--- config.mk ---
export PLATFORM = sky130hd
export DESIGN_NAME = tmz_timer0
export DESIGN_NICKNAME = d
export VERILOG_FILES = /design/src/logic/tmz_pkg.sv /design/src/logic/tmz_phase_gen.sv /design/src/logic/tmz_prescaler.sv /design/src/logic/tmz_timer0.sv
export SDC_FILE = /design/constraint.sdc
export NUM_CORES = 1
export LEC_CHECK = 0
export ABC_AREA = 1
export BUFFER_PORTS_ARGS = -buffer_cell sky130_fd_sc_hd__buf_4
export CAP_MARGIN = 20
export CORE_UTILIZATION = 46
export CTS_BUF_LIST = sky130_fd_sc_hd__clkbuf_8 sky130_fd_sc_hd__clkbuf_16
export DETAILED_ROUTE_END_ITERATION = 10
export HOLD_SLACK_MARGIN = 0.03
export PLACE_DENSITY = 0.76
export SLEW_MARGIN = 20
export SYNTH_ARGS = -nofsm -noshare
export SYNTH_HDL_FRONTEND = slang
export SYNTH_SLANG_ARGS = --single-unit
--- constraint.sdc ---
create_clock -name aclk -period 1.4 [get_ports aclk]
set_input_delay 0.07 -clock aclk [delete_from_list [all_inputs] [get_ports aclk]]
set_output_delay 0.07 -clock aclk [all_outputs]
set_load 0.01 [all_outputs]
--- src/logic/tmz_pkg.sv ---
package tmz_pkg;

   // Register bus geometry
   localparam int unsigned ADDR_W = 12;
   localparam int unsigned DATA_W = 32;

   // Register indices; the byte address is four times the index
   localparam logic [7:0] IDX_COUNT  = 8'h01;
   localparam logic [7:0] IDX_INTCTL = 8'h0B;
   localparam logic [7:0] IDX_OPTION = 8'h81;
   localparam logic [ADDR_W-1:0] ADDR_COUNT  = {2'h0, IDX_COUNT, 2'h0};
   localparam logic [ADDR_W-1:0] ADDR_INTCTL = {2'h0, IDX_INTCTL, 2'h0};
   localparam logic [ADDR_W-1:0] ADDR_OPTION = {2'h0, IDX_OPTION, 2'h0};

   // Values after reset
   localparam logic [7:0] RST_COUNT  = 8'h00;
   localparam logic [7:0] RST_INTCTL = 8'h00;
   localparam logic [7:0] RST_OPTION = 8'hFF;

   // Option register fields
   localparam int unsigned OPT_CLK_SRC  = 5;
   localparam int unsigned OPT_EDGE     = 4;
   localparam int unsigned OPT_ASSIGN   = 3;
   localparam int unsigned OPT_RATE_LSB = 0;
   localparam int unsigned RATE_W       = 3;

   // Interrupt control fields
   localparam int unsigned INT_ENABLE_BIT = 5;
   localparam int unsigned INT_FLAG_BIT   = 2;

   // Instruction cycle: four phases, clock high from the third
   localparam logic [1:0] PH_Q2   = 2'h1;
   localparam logic [1:0] PH_HIGH = 2'h2;
   localparam logic [1:0] PH_Q4   = 2'h3;

   // Shared divider and increment hold-off after a count write
   localparam int unsigned DIV_WIDTH      = 8;
   localparam logic [1:0]  INHIBIT_CYCLES = 2'h2;
   localparam logic [7:0]  COUNT_MAX      = 8'hFF;

   // AXI responses
   localparam logic [1:0] RESP_OKAY   = 2'h0;
   localparam logic [1:0] RESP_SLVERR = 2'h2;

   typedef enum logic [1:0] {
      SEL_NONE   = 2'b00,
      SEL_COUNT  = 2'b01,
      SEL_INTCTL = 2'b10,
      SEL_OPTION = 2'b11
   } tmz_sel_t;

endpackage

--- src/logic/tmz_phase_gen.sv ---
`timescale 1ns/1ps
module tmz_phase_gen (
   // Clock and reset
   input  wire logic aclk,
   input  wire logic aresetn,
   // Phase strobes
   output logic      q2_stb,
   output logic      q4_stb,
   output logic      cyc_level
);
   logic [1:0] phase_q;

   always_ff @(posedge aclk) begin
      if (!aresetn) begin
         phase_q <= 2'h0;
      end else begin
         phase_q <= phase_q + 2'h1;
      end
   end

   assign q2_stb    = (phase_q == tmz_pkg::PH_Q2);
   assign q4_stb    = (phase_q == tmz_pkg::PH_Q4);
   assign cyc_level = (phase_q >= tmz_pkg::PH_HIGH);

endmodule

--- src/logic/tmz_prescaler.sv ---
`timescale 1ns/1ps
module tmz_prescaler #(
   parameter int unsigned WIDTH  = tmz_pkg::DIV_WIDTH,
   parameter int unsigned RATE_W = tmz_pkg::RATE_W
) (
   // Clock and reset
   input  wire logic              aclk,
   input  wire logic              aresetn,
   // Control
   input  wire logic              count_en,
   input  wire logic              clear,
   input  wire logic [RATE_W-1:0] rate,
   // Outputs
   output logic                   tap_level,
   output logic                   wdt_pulse
);
   // Timer taps reach bit 2**RATE_W-1, so the counter must be that wide
   if (WIDTH < (1 << RATE_W)) begin : g_bad_width
      $error("tmz_prescaler: WIDTH too small for RATE_W");
   end

   logic [WIDTH-1:0] cnt_q;

   function automatic logic [WIDTH-1:0] rate_mask(input logic [RATE_W-1:0] r);
      logic [WIDTH-1:0] m;
      m = '0;
      for (int i = 0; i < WIDTH; i++) begin
         m[i] = (i < int'(r));
      end
      return m;
   endfunction

   // Clear wins over a count in the same cycle
   always_ff @(posedge aclk) begin
      if (!aresetn) begin
         cnt_q <= '0;
      end else if (clear) begin
         cnt_q <= '0;
      end else if (count_en) begin
         cnt_q <= cnt_q + 1'b1;
      end
   end

   // Bit n toggles every 2**n events, giving 1:2**(n+1) for the timer
   assign tap_level = cnt_q[rate];
   // The watchdog ratio is one step lower: code 0 passes every tick
   assign wdt_pulse = count_en && !clear &&
                      ((cnt_q & rate_mask(rate)) == rate_mask(rate));

endmodule

--- src/logic/tmz_timer0.sv ---
`timescale 1ns/1ps
// Behaviour
// - Source select clear: count once per instruction cycle when undivided.
// - A count write holds off incrementing for the next two instruction cycles.
// - Source select set: count edges of the external count input.
// - Edge select clear counts rising edges, set counts falling edges.
// - Wrapping from FFh to 00h sets the overflow flag.
// - Overflow interrupt leaves the block only while its enable bit is set.
// - Timer is frozen in sleep, so overflow cannot wake the processor.
// - Divider not assigned here: its output is the undivided source.
// - Divider output is sampled on the second and fourth phases.
// - One 8-bit divider: assignment clear serves timer, set serves watchdog.
// - Rate code gives timer 1:2 to 1:256, watchdog 1:1 to 1:128.
// - Divider count has no register address, neither readable nor writable.
// - Assigned to timer, any count register write clears the divider.
// - Assigned to watchdog, watchdog clear also clears the divider.
module tmz_timer0 #(
   parameter int unsigned DIV_WIDTH = tmz_pkg::DIV_WIDTH
) (
   // Clock and reset
   input  wire logic                        aclk,
   input  wire logic                        aresetn,
   // AXI4-Lite write address
   input  wire logic [tmz_pkg::ADDR_W-1:0]  awaddr,
   input  wire logic [2:0]                  awprot,
   input  wire logic                        awvalid,
   output logic                             awready,
   // AXI4-Lite write data
   input  wire logic [tmz_pkg::DATA_W-1:0]  wdata,
   input  wire logic [3:0]                  wstrb,
   input  wire logic                        wvalid,
   output logic                             wready,
   // AXI4-Lite write response
   output logic [1:0]                       bresp,
   output logic                             bvalid,
   input  wire logic                        bready,
   // AXI4-Lite read address
   input  wire logic [tmz_pkg::ADDR_W-1:0]  araddr,
   input  wire logic [2:0]                  arprot,
   input  wire logic                        arvalid,
   output logic                             arready,
   // AXI4-Lite read data
   output logic [tmz_pkg::DATA_W-1:0]       rdata,
   output logic [1:0]                       rresp,
   output logic                             rvalid,
   input  wire logic                        rready,
   // Count pin and processor state
   input  wire logic                        external_count_input,
   input  wire logic                        sleep_active,
   // Watchdog side
   input  wire logic                        watchdog_tick,
   input  wire logic                        watchdog_clear_instruction,
   output logic                             watchdog_timeout,
   output logic                             watchdog_clear,
   // Interrupt request
   output logic                             overflow_irq
);
   // Register state
   logic [7:0] count_q;
   logic [7:0] intctl_q;
   logic [7:0] option_q;
   logic [1:0] inhibit_q;
   logic       src_prev_q;
   logic       samp_q;
   logic       irq_q;
   logic       wdt_timeout_q;
   logic       wdt_clear_q;

   // Bus state
   logic                       aw_hold_q;
   logic [tmz_pkg::ADDR_W-1:0] aw_addr_q;
   logic                       w_hold_q;
   logic [7:0]                 w_data_q;
   logic                       w_lane0_q;
   logic                       bvalid_q;
   logic [1:0]                 bresp_q;
   logic                       rvalid_q;
   logic [1:0]                 rresp_q;
   logic [tmz_pkg::DATA_W-1:0] rdata_q;

   // Derived controls
   logic                            clk_src_pin;
   logic                            edge_falling;
   logic                            div_to_wdt;
   logic [tmz_pkg::RATE_W-1:0]      rate;
   logic                            q2_stb;
   logic                            q4_stb;
   logic                            cyc_level;
   logic                            src_level;
   logic                            src_rise;
   logic                            presc_en;
   logic                            presc_clr;
   logic                            tap_level;
   logic                            wdt_pulse;
   logic                            div_out;
   logic                            sample_now;
   logic                            inc;
   logic                            ovf;
   logic                            do_write;
   logic                            count_write;
   logic                            intctl_write;
   logic                            option_write;
   tmz_pkg::tmz_sel_t               wsel;
   tmz_pkg::tmz_sel_t               rsel;
   logic [7:0]                      intctl_d;

   function automatic tmz_pkg::tmz_sel_t decode_sel(input logic [tmz_pkg::ADDR_W-1:0] a);
      logic [tmz_pkg::ADDR_W-1:0] w;
      w = {a[tmz_pkg::ADDR_W-1:2], 2'b00};
      if (w == tmz_pkg::ADDR_COUNT) begin
         return tmz_pkg::SEL_COUNT;
      end else if (w == tmz_pkg::ADDR_INTCTL) begin
         return tmz_pkg::SEL_INTCTL;
      end else if (w == tmz_pkg::ADDR_OPTION) begin
         return tmz_pkg::SEL_OPTION;
      end else begin
         return tmz_pkg::SEL_NONE;
      end
   endfunction

   assign clk_src_pin  = option_q[tmz_pkg::OPT_CLK_SRC];
   assign edge_falling = option_q[tmz_pkg::OPT_EDGE];
   assign div_to_wdt   = option_q[tmz_pkg::OPT_ASSIGN];
   assign rate         = option_q[tmz_pkg::OPT_RATE_LSB +: tmz_pkg::RATE_W];

   tmz_phase_gen u_phase (
      .aclk      (aclk),
      .aresetn   (aresetn),
      .q2_stb    (q2_stb),
      .q4_stb    (q4_stb),
      .cyc_level (cyc_level)
   );

   // Inverting the pin turns falling edges into rising ones downstream
   assign src_level = clk_src_pin ? (external_count_input ^ edge_falling)
                                  : cyc_level;
   assign src_rise  = src_level && !src_prev_q;

   always_ff @(posedge aclk) begin
      if (!aresetn) begin
         src_prev_q <= 1'b1;
      end else begin
         src_prev_q <= src_level;
      end
   end

   // Divider counts timer source edges or watchdog ticks, never both
   assign presc_en  = div_to_wdt ? watchdog_tick
                                 : (src_rise && !sleep_active);
   assign presc_clr = div_to_wdt ? watchdog_clear_instruction
                                 : count_write;

   // Divider count is internal only; no address decodes to it
   tmz_prescaler #(
      .WIDTH  (DIV_WIDTH),
      .RATE_W (tmz_pkg::RATE_W)
   ) u_presc (
      .aclk      (aclk),
      .aresetn   (aresetn),
      .count_en  (presc_en),
      .clear     (presc_clr),
      .rate      (rate),
      .tap_level (tap_level),
      .wdt_pulse (wdt_pulse)
   );

   assign div_out = div_to_wdt ? src_level : tap_level;

   // Sampling twice per cycle is what bounds the shortest pin pulse
   assign sample_now = (q2_stb || q4_stb) && !sleep_active;

   always_ff @(posedge aclk) begin
      if (!aresetn) begin
         samp_q <= 1'b1; // Idle-high source level must not pass as an edge after reset
      end else if (sample_now) begin
         samp_q <= div_out;
      end
   end

   assign inc = sample_now && div_out && !samp_q && (inhibit_q == 2'h0);
   assign ovf = inc && (count_q == tmz_pkg::COUNT_MAX);

   // Hold-off counts down on each fourth phase after a count write
   always_ff @(posedge aclk) begin
      if (!aresetn) begin
         inhibit_q <= 2'h0;
      end else if (count_write) begin
         inhibit_q <= tmz_pkg::INHIBIT_CYCLES;
      end else if (q4_stb && (inhibit_q != 2'h0)) begin
         inhibit_q <= inhibit_q - 2'h1;
      end
   end

   // Software write wins over an increment in the same cycle
   always_ff @(posedge aclk) begin
      if (!aresetn) begin
         count_q <= tmz_pkg::RST_COUNT;
      end else if (count_write) begin
         count_q <= w_data_q;
      end else if (inc) begin
         count_q <= count_q + 8'h01;
      end
   end

   // Overflow set beats a software clear in the same cycle
   always_comb begin
      intctl_d = intctl_q;
      if (intctl_write) begin
         intctl_d = w_data_q;
      end
      if (ovf) begin
         intctl_d[tmz_pkg::INT_FLAG_BIT] = 1'b1;
      end
   end

   always_ff @(posedge aclk) begin
      if (!aresetn) begin
         intctl_q <= tmz_pkg::RST_INTCTL;
      end else begin
         intctl_q <= intctl_d;
      end
   end

   // A new assignment takes effect on the next clock; software orders the switch
   always_ff @(posedge aclk) begin
      if (!aresetn) begin
         option_q <= tmz_pkg::RST_OPTION;
      end else if (option_write) begin
         option_q <= w_data_q;
      end
   end

   always_ff @(posedge aclk) begin
      if (!aresetn) begin
         irq_q <= 1'b0;
      end else begin
         irq_q <= intctl_q[tmz_pkg::INT_FLAG_BIT] &&
                  intctl_q[tmz_pkg::INT_ENABLE_BIT];
      end
   end

   // Undivided watchdog runs at 1:1 straight from its tick
   always_ff @(posedge aclk) begin
      if (!aresetn) begin
         wdt_timeout_q <= 1'b0;
         wdt_clear_q   <= 1'b0;
      end else begin
         wdt_timeout_q <= div_to_wdt ? wdt_pulse : watchdog_tick;
         wdt_clear_q   <= watchdog_clear_instruction;
      end
   end

   assign overflow_irq     = irq_q;
   assign watchdog_timeout = wdt_timeout_q;
   assign watchdog_clear   = wdt_clear_q;

   // Write channel: address and data are caught separately, then applied together
   assign awready  = !aw_hold_q && !bvalid_q;
   assign wready   = !w_hold_q && !bvalid_q;
   assign do_write = aw_hold_q && w_hold_q && !bvalid_q;
   assign wsel     = decode_sel(aw_addr_q);

   // Only byte lane 0 carries register data; other lanes are ignored
   assign count_write  = do_write && w_lane0_q && (wsel == tmz_pkg::SEL_COUNT);
   assign intctl_write = do_write && w_lane0_q && (wsel == tmz_pkg::SEL_INTCTL);
   assign option_write = do_write && w_lane0_q && (wsel == tmz_pkg::SEL_OPTION);

   always_ff @(posedge aclk) begin
      if (!aresetn) begin
         aw_hold_q <= 1'b0;
         aw_addr_q <= '0;
      end else if (awvalid && awready) begin
         aw_hold_q <= 1'b1;
         aw_addr_q <= awaddr;
      end else if (do_write) begin
         aw_hold_q <= 1'b0;
      end
   end

   always_ff @(posedge aclk) begin
      if (!aresetn) begin
         w_hold_q  <= 1'b0;
         w_data_q  <= 8'h00;
         w_lane0_q <= 1'b0;
      end else if (wvalid && wready) begin
         w_hold_q  <= 1'b1;
         w_data_q  <= wdata[7:0];
         w_lane0_q <= wstrb[0];
      end else if (do_write) begin
         w_hold_q <= 1'b0;
      end
   end

   always_ff @(posedge aclk) begin
      if (!aresetn) begin
         bvalid_q <= 1'b0;
         bresp_q  <= tmz_pkg::RESP_OKAY;
      end else if (do_write) begin
         bvalid_q <= 1'b1;
         bresp_q  <= (wsel == tmz_pkg::SEL_NONE) ? tmz_pkg::RESP_SLVERR : tmz_pkg::RESP_OKAY;
      end else if (bvalid_q && bready) begin
         bvalid_q <= 1'b0;
      end
   end

   assign bvalid = bvalid_q;
   assign bresp  = bresp_q;

   // Read channel: one read in flight, data registered at the address handshake
   assign arready = !rvalid_q;
   assign rsel    = decode_sel(araddr);

   always_ff @(posedge aclk) begin
      if (!aresetn) begin
         rvalid_q <= 1'b0;
         rresp_q  <= tmz_pkg::RESP_OKAY;
         rdata_q  <= '0;
      end else if (arvalid && arready) begin
         rvalid_q <= 1'b1;
         rresp_q  <= tmz_pkg::RESP_OKAY;
         if (rsel == tmz_pkg::SEL_COUNT) begin
            rdata_q <= {24'h000000, count_q};
         end else if (rsel == tmz_pkg::SEL_INTCTL) begin
            rdata_q <= {24'h000000, intctl_q};
         end else if (rsel == tmz_pkg::SEL_OPTION) begin
            rdata_q <= {24'h000000, option_q};
         end else begin
            rdata_q <= '0;
            rresp_q <= tmz_pkg::RESP_SLVERR;
         end
      end else if (rvalid_q && rready) begin
         rvalid_q <= 1'b0;
      end
   end

   assign rvalid = rvalid_q;
   assign rresp  = rresp_q;
   assign rdata  = rdata_q;

endmodule

**Word level (Yosys, flattened, before mapping)**

Cells that the tools add are included.

- Register bits: 102
- Input port bits: 77
- Output and inout port bits: 44
- Word-level logic and storage cells: 133

- $add $sub $neg: 4
- $lt $le $gt $ge: 9
- Equal/unequal tests: 16
- Mux-type cells: 33
- Bitwise logic cells: 3
- Reduce and logical (&&, ||, !) cells: 45

Operators with widths:

| kind | count |
|---|---|
| two-way mux 8 bit | 5 |
| logical AND 1 bit | 24 |
| two-way mux 2 bit | 12 |
| == test 10 x 1 -> 1 bit, second input constant | 2 |
| == test 10 x 4 -> 1 bit, second input constant | 2 |
| == test 10 x 8 -> 1 bit, second input constant | 2 |
| adder 8 x 1 -> 8 bit, second input constant | 2 |
| nonzero test 2 bit | 8 |
| two-way mux 1 bit | 14 |
| == test 2 bit, second input constant | 5 |
| less-than comparator 3 bit, first input constant | 3 |
| bitwise AND 8 x 7 -> 8 bit | 1 |
| == test 8 x 7 -> 1 bit | 1 |
| == test 8 bit, second input constant | 1 |
| logical NOT 1 bit | 8 |
| == test 2 x 1 -> 1 bit, second input constant | 3 |
| less-than comparator 1 x 3 -> 1 bit, first input constant | 2 |
| less-than comparator 2 x 3 -> 1 bit, first input constant | 2 |
| logical NOT 2 bit | 2 |
| less-than comparator 3 x 4 -> 1 bit, second input constant | 1 |
| OR reduction 2 bit | 2 |
| binary-select mux 1 bit (select 3 bit) | 1 |
| two-way mux 3 bit | 1 |
| adder 2 x 1 -> 2 bit, second input constant | 1 |
| other kinds (5) | 5 |

**Logic depth before layout (Yosys ltp)**

Gate-level depths: netlist of the first run.

- Depth in word-level cells: 11
- Mapped depth: 13
- Mapped depth without buffers: 12

**By module**

A second synthesis of the first run with hierarchy kept.

- Cell total of the unflattened synthesis: 566
- Area, all modules: 3852.4 um^2

By module, submodules not included:

| module | times used | cells each | area each (um^2) | seq. area each (um^2) |
|---|---|---|---|---|
| tmz_timer0 | 1 | 466 | 3220.6 | 1281.2 |
| tmz_prescaler | 1 | 88 | 528.0 | 160.2 |
| tmz_phase_gen | 1 | 12 | 103.8 | 40.0 |

**Least setup slack after synthesis of the first run**

OpenSTA, ideal clock, no wires.

- Kind: register to register
- Start: reg u_phase.phase_q[0]
- End: reg u_presc.cnt_q[5]
- Library setup time: 0.129 ns
- Arrival time: 1.369 ns
- Required time: 1.271 ns
- Path slack: -0.097 ns
- Stages on the path, launching flop included: 10
- Path buffers: 0
- Period minus slack after synthesis: 1.497 ns
- Cell sequence: dfxtp_1 inv_1 ha_1 o21bai_1 nand2_1 nand2_1 nand2_2 nand3_1 nand2_1 nor3b_2

- Word-level cells in the longest chain between the ends: 5

Ends and longest elaborated chain:

| element | line | RTL |
|---|---|---|
| start, declared | tmz_phase_gen.sv:11 | `logic [1:0] phase_q;` |
| start signal, assigned | tmz_phase_gen.sv:17 | `phase_q <= phase_q + 2'h1;` |
| greater-or-equal comparator 2 bit | tmz_phase_gen.sv:23 | `assign cyc_level = (phase_q >= tmz_pkg::PH_HIGH);` |
| two-way mux 1 bit | tmz_timer0.sv:135 | `assign src_level = clk_src_pin ? (external_count_input ^ edge_falling)` |
| logical AND 1 bit | tmz_timer0.sv:137 | `assign src_rise = src_level && !src_prev_q;` |
| logical AND 1 bit | tmz_timer0.sv:149 | `: (src_rise && !sleep_active);` |
| two-way mux 1 bit | tmz_timer0.sv:148 | `assign presc_en = div_to_wdt ? watchdog_tick` |
| end signal, assigned | tmz_prescaler.sv:40 | `cnt_q <= cnt_q + 1'b1;` |
| end, declared | tmz_prescaler.sv:22 | `logic [WIDTH-1:0] cnt_q;` |

No other way between the ends.
A chain may end at the register's enable or synchronous reset.

**Worst setup path in the final report of the first run**

- Start: reg u_phase.phase_q[0]
- End: reg count_q[0]

- Word-level cells in the longest chain between the ends: 7
- Elaborated cells between the ends (all ways): 11
- Classes of those cells: order compare (1); eq/ne (2); mux (2); reduce/logical (6)

Ends and longest elaborated chain:

| element | line | RTL |
|---|---|---|
| greater-or-equal comparator 2 bit, or another cell as far along | tmz_phase_gen.sv:23 |  |
| two-way mux 1 bit or logical OR 1 bit (tied branches) | tmz_timer0.sv:135, tmz_timer0.sv:170 |  |
| two-way mux 1 bit or logical AND 1 bit (tied branches) | tmz_timer0.sv:167, tmz_timer0.sv:170 |  |
| logical AND 1 bit * (3 in a row) | tmz_timer0.sv:180 | `assign inc = sample_now && div_out && !samp_q && (inhibit_q == 2'h0);` |
| nonzero test 2 bit (no line) * | n/a |  |
| end signal, assigned | tmz_timer0.sv:197 | `count_q <= tmz_pkg::RST_COUNT;` |
| end signal, assigned | tmz_timer0.sv:199 | `count_q <= w_data_q;` |
| end signal, assigned | tmz_timer0.sv:201 | `count_q <= count_q + 8'h01;` |
| end, declared | tmz_timer0.sv:59 | `logic [7:0] count_q;` |

Mark *: on every way between the ends. The rest lies on a longest branch, timed or not.

==> results.ini, run 1 <==
[status]
status=finished with violations
violations=negative setup slack

[finish]
finish.cell_count_without_fillers=772
seq_area_sq_um=1510
flow.area_growth_from_synthesis_pct=36.1
final_core_util=0.644
multi_input_logic_area_sq_um=2110
num_antenna_cells=0
final_design_area_no_fill_sq_um=5270
nFillCells=690
layout.nets=745
post_route_cells_drive_above_1_share=0.286

[placement]
dp.final_hpwl_um=6660
number_of_buffers_inserted_by_port_buffering=57
weighted_congestion_reported_at_the_end_of_routability_driven_placement=0.869
pre_cts_ws_ns=-0.106
postPlaceCellArea_sq_um=4540
dp_cells=726

[drt]
wl_per_cell_um=13.0
antenna_left=0
drt_iter0_drc=247
remaining_drc_errors=0
routed_wl_um=10000
drt-vias-per-instance=4.98
dr_total_vias=3847
drtPass1Iterations=5

[logic_synthesis]
synthCells=544
synth_most_common_cell=nand2_1
synth-seq-cells=74
synth_edf_count=0
synth_area_leaders=dfxtp_1, nand2_1, a21oi_1
synth_top_flop_cell=dfxtp_1
post_synth_most_frequent_cells=nand2_1, dfxtp_1, inv_1
netlist_area_before_placement_sq_um=3870
synth_top_cell_area_share=0.383
ffs_w_async_s_r_synth=0
mean_instance_size_in_the_synthesized_netlist_sq_um=7.11
synthDominantAreaCellType=dfxtp_1
synth.distinct_cells=40
share_of_synthesized_area_occupied_by_flip_flops_and_latches=0.383
ys.warnings.count=0

[sta]
portion_of_the_clock_cycle_consumed_by_the_worst_path_in_the_final_layout=1.03
achievable-frequency_mhz=692
slew_violations=0
post-route-min-period_ns=1.45
setup-violations-final=8
setup_ws_ns=-0.0459
report.final.hold_viol_count=0
fin_worst_skew_ns=0.00838
setup_repair_after_global_routing_missed_its_margin=true

[global_route]
grt-ovfl-total=0
first_pass_grt_wire_length_um=15600
grt_max_degree=25
first_global_vias=3500
grt_use_total=0.230
antenna_violations_before_repair=0

[floorplanning]
dieHeight_um=93.7
die_ar_sq_um=8780
die_width_um=93.7
core_area_sq_um=8180
top_level_pins=121
row_count=33
initial_core_util=0.473

[pwr]
total_leakage_power_nw=2.44
vdd_drop_max_mv=0.723
power_density_nw_per_um2=943

[clocking]
cts_root_buffer=clkbuf_8
cts_buffers=9
ctsLongestPathBuffers=2
clock-sinks=74
worstSkewPairLatency_ns=0.36
ctsHtreeMaxLevel=3
tritoncts=yes
clk_transition_reported_paths_ns=0.08

[hold_path]
hold_path_class=input port to register

[setup_path]
crit_path_end=count_q[0]$_SDFFE_PN0P_
timing.reg2reg.setup_slack_ns=-0.05
timing.critical_path.to_type=register
timing.rr.start=u_phase.phase_q[0]$_SDFF_PN0_
timing.critical_path.from_type=register
timing.critical_path.from=u_phase.phase_q[0]$_SDFF_PN0_
arrival_ns=1.73
rr_worst_depth=11
worst-path-max-fanout=7
r2r_end=count_q[0]$_SDFFE_PN0P_
required_time_of_the_critical_path_ns=1.69
criticalPathCategory=register to register

[flow_run]
max-cap-violations=0

-- repair_timing --
action,4_1_cts,5_1_grt
hold buffers,23,0
gates resized for setup,28,41
setup endpoints to repair,25,38
pin swaps,15,18
endpoints found under the hold margin,23,0
setup buffers,0,4
cloned,1,2
-- cells by family after synthesis --
family                     Yosys count  synth area share
and+or+nand+nor                    234             0.284
AOI/OAI and AO/OA                  112             0.156
buffers and inverters              112             0.145
DFF                                 74             0.383
adders and majority gates            6            0.0194
xor gates and xnor gates             5            0.0113
other                                1          0.000969
-- layout by cell type (no fill, tap or decap), drive strengths merged --
cell	count
o22ai	1
nor3b	2
dfxtp	74
or2	2
clkinvlp	2
nand3	43
nor4	1
o21ai	44
clkbuf	10
inv	68
buf	99
nor2	52
conb	26
nor3	6
nand4	8
a21oi	54
xor2	4
a211oi	1
dlygate4sd3	23
ha	6
o211ai	10
o21bai	1
o21a	1
bufinv	3
nand3b	2
nand2	120
clkinv	3
xnor2	1
-- metrics by stage --
stage          TNS [ns]  hold WS, ns  power (mW)
3_5_place_dp      -1.01        0.308        2.83
3_3_place_gp     -0.536        0.307        2.81
5_1_grt           -2.08       0.0496        5.17
6_report         -0.135       0.0472        4.97
2_1_floorplan         0        0.163        2.64
4_1_cts          -0.153       0.0328        4.95
-- flip-flops by register name, summed over array words and instances, names as in the netlist, 2 cells and up --
register / count
w_data_q: 8
intctl_q: 8
u_phase.phase_q: 2
aw_addr_q: 10
count_q: 8
option_q: 8
inhibit_q: 2
u_presc.cnt_q: 8
rdata: 8
-- worst min-delay path by stage --
stage | slack, ns | to | from | cells after the start
global route | 0.05 | w_data_q[2]$_SDFFE_PN0P_ | wdata[2] | 3
finish | 0.05 | aw_addr_q[10]$_SDFFE_PN0P_ | aresetn | 3
CTS | 0.03 | w_data_q[2]$_SDFFE_PN0P_ | wdata[2] | 3
detailed placement | 0.31 | watchdog_clear$_SDFF_PN0_ | watchdog_clear_instruction | 3
floorplan | 0.16 | watchdog_clear$_SDFF_PN0_ | watchdog_clear_instruction | 2
global placement | 0.31 | watchdog_clear$_SDFF_PN0_ | watchdog_clear_instruction | 3
-- where the power goes --
| group | switching (mW) | leakage [nW] | internal, mW |
|---|---|---|---|
| clock | 0.821 | 0.119 | 1.23 |
| sequential | 0.0641 | 0.607 | 2.18 |
| combinational | 0.373 | 1.71 | 0.298 |
-- layout make-up --
class | instances | area share
timing repair inverter | 1 | 0.000950
sequential | 74 | 0.287
multi-input combinational | 385 | 0.401
tap | 105 | 0.0249
clock inverter | 6 | 0.0216
timing repair buffer | 122 | 0.188
clock buffer | 10 | 0.0261
inverter | 69 | 0.0511
-- worst max-delay path, cell delays in order (launching register included) --
cell	delay [ns]
dfxtp_4	0.39
inv_4	0.04
ha_4	0.15
o21bai_4	0.15
nand3_2	0.08
nand2_2	0.08
inv_4	0.05
nand3_4	0.11
nand2_4	0.09
inv_2	0.08
nor2_2	0.04
nor2_1	0.11
-- routing by layer --
layer,up-vias,track usage,wire [um]
met3,23,0.0550,444
met2,101,0.420,5200
li1,1956,-,-
met1,1767,0.251,4070
met5,-,0,0
met4,0,0.100,291
No activity file was read; power rests on OpenSTA's default activity.
==> run 2: changes to the inputs <==
Settings changed: CORE_UTILIZATION 46 to 40, PLACE_DENSITY 0.76 to 0.68.
==> run 2 against run 1 <==
The run still ends with negative setup slack left. Global-route usage is 2.7 points lower. Design area is 1.9% higher. Fmax is 2.3% higher. Clock power is 27% lower. Largest cell class unchanged.
==> results.ini, run 2 (synthesized netlist as in run 1, its figures left out) <==
[sta]
setup-violations-final=3
setup_ws_ns=-0.0133
portion_of_the_clock_cycle_consumed_by_the_worst_path_in_the_final_layout=1.01
setup_repair_after_global_routing_missed_its_margin=true
report.final.hold_viol_count=0
final.hold.worst_slack_ns=0.0421
post-route-min-period_ns=1.41
slew_violations=0
fin_worst_skew_ns=0.00892
achievable-frequency_mhz=708

[setup_path]
rr_worst_depth=11
arrival_ns=1.66
worst-path-max-fanout=7
timing.reg2reg.setup_slack_ns=-0.01
worst_path_largest_cell_delay_ns=0.37
timing.critical_path.from_type=register
required_time_of_the_critical_path_ns=1.65
slowest_cell_on_the_critical_path=dfxtp_4
criticalPathCategory=register to register
timing.critical_path.to_type=register
timing.critical_path.cells=buf_6 > nor2_4 > nand2_1 > nand2_2 > nor2_4 > nand2_4 > nand3_4 > nand2_4 > inv_2 > nor2_1 > nor2_1

[drt]
antenna_left=0
drt-vias-per-instance=4.81
drt_iter0_drc=230
drtPass1Iterations=4
dr_total_vias=3851
routed_wl_um=10000
wl_per_cell_um=12.6
remaining_drc_errors=0

[finish]
nFillCells=855
final_design_area_no_fill_sq_um=5370
registers.top_by_ff_count=aw_addr_q
layout.nets=749
most_common_cell_after_layout_fill_and_taps_aside=nand2_1
num_antenna_cells=0
layout_common_cells=nand2_1, buf_4, inv_1, dfxtp_1, a21oi_1
largest_register_ff_count=10
post_route_cells_drive_above_1_share=0.323
flow.area_growth_from_synthesis_pct=38.8

[clocking]
cts_root_buffer=clkbuf_8
clk_transition_reported_paths_ns=0.08
tritoncts=yes
clock-sinks=74
cts_buffers=9
ctsLongestPathBuffers=2
ctsHtreeMaxLevel=3
worstSkewPairLatency_ns=0.35

[hold_path]
hold_path_class=input port to register
hold_path_depth=3

[placement]
weighted_congestion_reported_at_the_end_of_routability_driven_placement=0.891
postPlaceCellArea_sq_um=4590
dp.final_hpwl_um=6800
pre_cts_ws_ns=-0.138
number_of_buffers_inserted_by_port_buffering=57

[status]
status=finished with violations
violations=negative setup slack

[global_route]
grt_use_total=0.203
antenna_violations_before_repair=0
first_pass_grt_wire_length_um=16000
grt-ovfl-total=0
grt_max_degree=25
first_global_vias=3549

[floorplanning]
die_width_um=100
die_ar_sq_um=10100
row_count=35
top_level_pins=121
core_area_sq_um=9330
initial_core_util=0.415
dieHeight_um=100

[pwr]
total_leakage_power_nw=2.42
total_power_mw=4.43
vdd_drop_max_mv=0.459
power_density_nw_per_um2=826

[flow_run]
max-cap-violations=0

[run 2: changes by cell type in the layout (fill, tap and decap cells not counted), moves of 4 or more]
cell	change
a21oi_1	-8
a21oi_2	+8
nand2_1	-6
nand2_2	+5
nor2_4	+4
[run 2: timing repair]
item / CTS / global route
setup endpoints to repair: 28 / 38
hold buffers: 22 / 0
resized for setup: 27 / 74
pin swaps: 9 / 20
gates cloned: 3 / 0
hold endpoints to repair: 22 / 0
setup buffers: 0 / 7
[run 2: worst paths after layout]
check | start | to
setup / recovery | option_q[2]$_SDFFE_PN1P_ | count_q[0]$_SDFFE_PN0P_
hold / removal | wdata[3] | w_data_q[3]$_SDFFE_PN0P_
setup reg to reg | option_q[2]$_SDFFE_PN1P_ | count_q[0]$_SDFFE_PN0P_
hold reg to reg | u_phase.phase_q[0]$_SDFF_PN0_ | u_phase.phase_q[0]$_SDFF_PN0_
[run 2: where the power goes]
| part | leakage (nW) | total (mW) | switching, mW | internal (mW) |
|---|---|---|---|---|
| Clock | 0.0882 | 1.51 | 0.822 | 0.690 |
| Sequential | 0.608 | 2.24 | 0.0594 | 2.18 |
| Combinational | 1.72 | 0.687 | 0.380 | 0.307 |
[run 2: layout make-up]
class	count	area, sq um	area share
clock buffers	10	138	0.0256
clock inverters	6	42.5	0.00792
inverters	69	267	0.0496
multi-input cells	385	2190	0.409
flip-flops and latches	74	1520	0.283
well taps	129	161	0.0300
repair buffers	126	1040	0.194
repair inverters	1	7.51	0.00140
[run 2: critical path: cells and delay by family (launching register included)]
kind                   cells  cell delay [ns]
flip-flops                 1             0.37
AND/OR/NAND/NOR            9             0.76
buffers and inverters      2             0.18
[run 2: stage by stage]
step,setup TNS (ns),util,cells
floorplan,0,-,569
global placement,-0.852,0.492,752
detailed placement,-1.75,0.492,752
CTS,-0.125,0.548,793
global route,-2.30,0.576,800
finish,-0.0331,0.576,800
[run 2: per-layer routing]
layer | part of all wire | up-vias | track usage | wire length, um
li1 | - | 1953 | - | -
met1 | 0.42 | 1763 | 0.238 | 4210
met2 | 0.50 | 117 | 0.360 | 5070
met3 | 0.052 | 18 | 0.0397 | 519
met4 | 0.024 | 0 | 0.0892 | 243
met5 | 0 | - | 0 | 0
==> run 3: changes to the inputs <==
Clock period 1.4 ns to 1.3 ns, I/O delays scaled along.
==> run 3 against run 2 <==
The flow still finishes with violations (negative setup slack). Core utilization is 4.3 points higher. Global-route usage is 2.4 points higher. Critical path type unchanged. Combinational power is 26% higher. Non-clock buffer count is 33 higher. Via count is 4.2% higher. Final cell count is 4.3% higher. Flip-flop and latch count stayed put. Sequential power is 8% higher. Count of clock-buffer cells in the layout is 1 lower. Register-to-register slack worse by 0.16 ns.
==> results.ini, run 3 (synthesized netlist as in run 1, its figures left out) <==
[status]
status=finished with violations
violations=negative setup slack

[global_route]
antenna_violations_before_repair=0
grt-ovfl-total=0
first_global_vias=3810
first_pass_grt_wire_length_um=17800
grt_max_degree=25
grt_use_total=0.227

[pwr]
vdd_drop_max_mv=0.564
clock_power_share=0.379
power.switching_fraction=0.272
seq_power_share=0.457
total_switching_power_mw=1.44
total_leakage_power_nw=2.65
power_density_nw_per_um2=914
cell_internal_pwr_mw=3.84
comb_power_share=0.164

[drt]
drtPass1Iterations=4
drt_iter0_drc=169
wl_per_cell_um=13.4
antenna_left=0
routed_wl_um=11200
remaining_drc_errors=0
drt-vias-per-instance=4.81
dr_total_vias=4011

[clocking]
clock-sinks=74
worstSkewPairLatency_ns=0.36
ctsLongestPathBuffers=2
cts_buffers=9
clk_transition_reported_paths_ns=0.09
cts_root_buffer=clkbuf_8
tritoncts=yes
ctsHtreeMaxLevel=3

[setup_path]
timing.critical_path.from_type=register
arrival_ns=1.77
critical_path.top_delay_family=simple AND/OR/NAND/NOR gates
criticalPathCategory=register to register
timing.critical_path.to_type=register
slowest_cell_on_the_critical_path=dfxtp_1
worstPathBufferInverterCount=2
worst_path_largest_cell_delay_ns=0.30
worst-path-max-fanout=6
critPathMostFrequentCell=nand2_1
required_time_of_the_critical_path_ns=1.59
timing.critical_path.cells=inv_1 > buf_4 > nand3_1 > nor2_4 > nand2_2 > nor2_4 > nand2_1 > nand2_1 > nand2_1 > a21oi_2

[finish]
num_antenna_cells=0
most_common_cell_after_layout_fill_and_taps_aside=buf_4
multi_input_logic_area_sq_um=2260
seq_area_sq_um=1510
layout.nets=783
largest_register_ff_count=10
registers.top_by_ff_count=aw_addr_q
post_route_cells_drive_above_1_share=0.379
nFillCells=802
final_core_util=0.619
layout_common_cells=buf_4, nand2_1, dfxtp_1
flow.area_growth_from_synthesis_pct=49.3

[floorplanning]
die_width_um=100
dieHeight_um=100
die_ar_sq_um=10100
top_level_pins=121
row_count=35
core_area_sq_um=9330
initial_core_util=0.415

[sta]
setup-violations-final=32
final.hold.worst_slack_ns=0.0282
achievable-frequency_mhz=679
report.final.hold_viol_count=0
totalNegativeSetupSlack_ns=-4.04
slew_violations=0
setup_ws_ns=-0.172
portion_of_the_clock_cycle_consumed_by_the_worst_path_in_the_final_layout=1.13
setup_repair_after_global_routing_missed_its_margin=true
fin_worst_skew_ns=0.0123
post-route-min-period_ns=1.47

[flow_run]
max-cap-violations=0

[placement]
dp.final_hpwl_um=7180
weighted_congestion_reported_at_the_end_of_routability_driven_placement=0.940
pre_cts_ws_ns=-0.193
number_of_buffers_inserted_by_port_buffering=57

[hold_path]
hold_path_class=input port to register

-- run 3: metal layers --
metal	part of all wire	GRT usage	vias up
met3	0.042	0.0487	17
met2	0.53	0.407	106
met5	0	0	-
met4	0.021	0.0758	0
li1	-	-	2030
met1	0.41	0.269	1858
-- run 3: through the flow --
stage          instance area [sq um]  cells  power [mW]
2_1_floorplan                   4000    569        2.85
3_5_place_dp                    4800    776        3.11
5_1_grt                         5780    834        5.49
3_3_place_gp                    4800    776        3.09
4_1_cts                         5550    824        5.23
6_report                        5780    834        5.28
-- run 3: final timing paths --
kind | startpoint | cells after the start | to | slack (ns)
worst max-delay path | aw_addr_q[8]$_SDFFE_PN0P_ | 10 | count_q[6]$_SDFFE_PN0P_ | -0.17
worst max register to register | aw_addr_q[8]$_SDFFE_PN0P_ | 10 | count_q[6]$_SDFFE_PN0P_ | -0.17
worst min-delay path | wdata[0] | 3 | w_data_q[0]$_SDFFE_PN0P_ | 0.03
worst min register to register | u_phase.phase_q[0]$_SDFF_PN0_ | 1 | u_phase.phase_q[0]$_SDFF_PN0_ | 0.45
-- run 3: cell type report --
type / count / area share
clock inverters: 7 / 0.0160
flip-flops and latches: 74 / 0.261
clock buffers: 9 / 0.0214
well taps: 129 / 0.0279
repair buffers: 159 / 0.236
inverters: 69 / 0.0457
repair inverters: 1 / 0.00130
multi-input cells: 386 / 0.391
-- run 3: timing repair --
item / CTS / global route
endpoints found under the hold margin: 23 / 0
pin swaps: 28 / 32
setup buffers: 5 / 9
hold buffers: 23 / 0
gates cloned: 4 / 1
resized for setup: 66 / 45
endpoints found under the setup margin: 35 / 60
-- run 3: power by group through the flow --
stage | logic (mW) | clock network [mW] | registers (mW)
global route | 0.948 | 2.12 | 2.42
global placement | 0.648 | 0 | 2.45
CTS | 0.810 | 2.02 | 2.41
floorplan | 0.400 | 0 | 2.45
detailed placement | 0.662 | 0 | 2.45
finish | 0.868 | 2.00 | 2.41
-- run 3: tightest hold or removal path: cells and delay by family --
kind | cells | cell delay (ns)
AO/OA/AOI/OAI | 2 | 0.19
buffers and inverters | 1 | 0.08
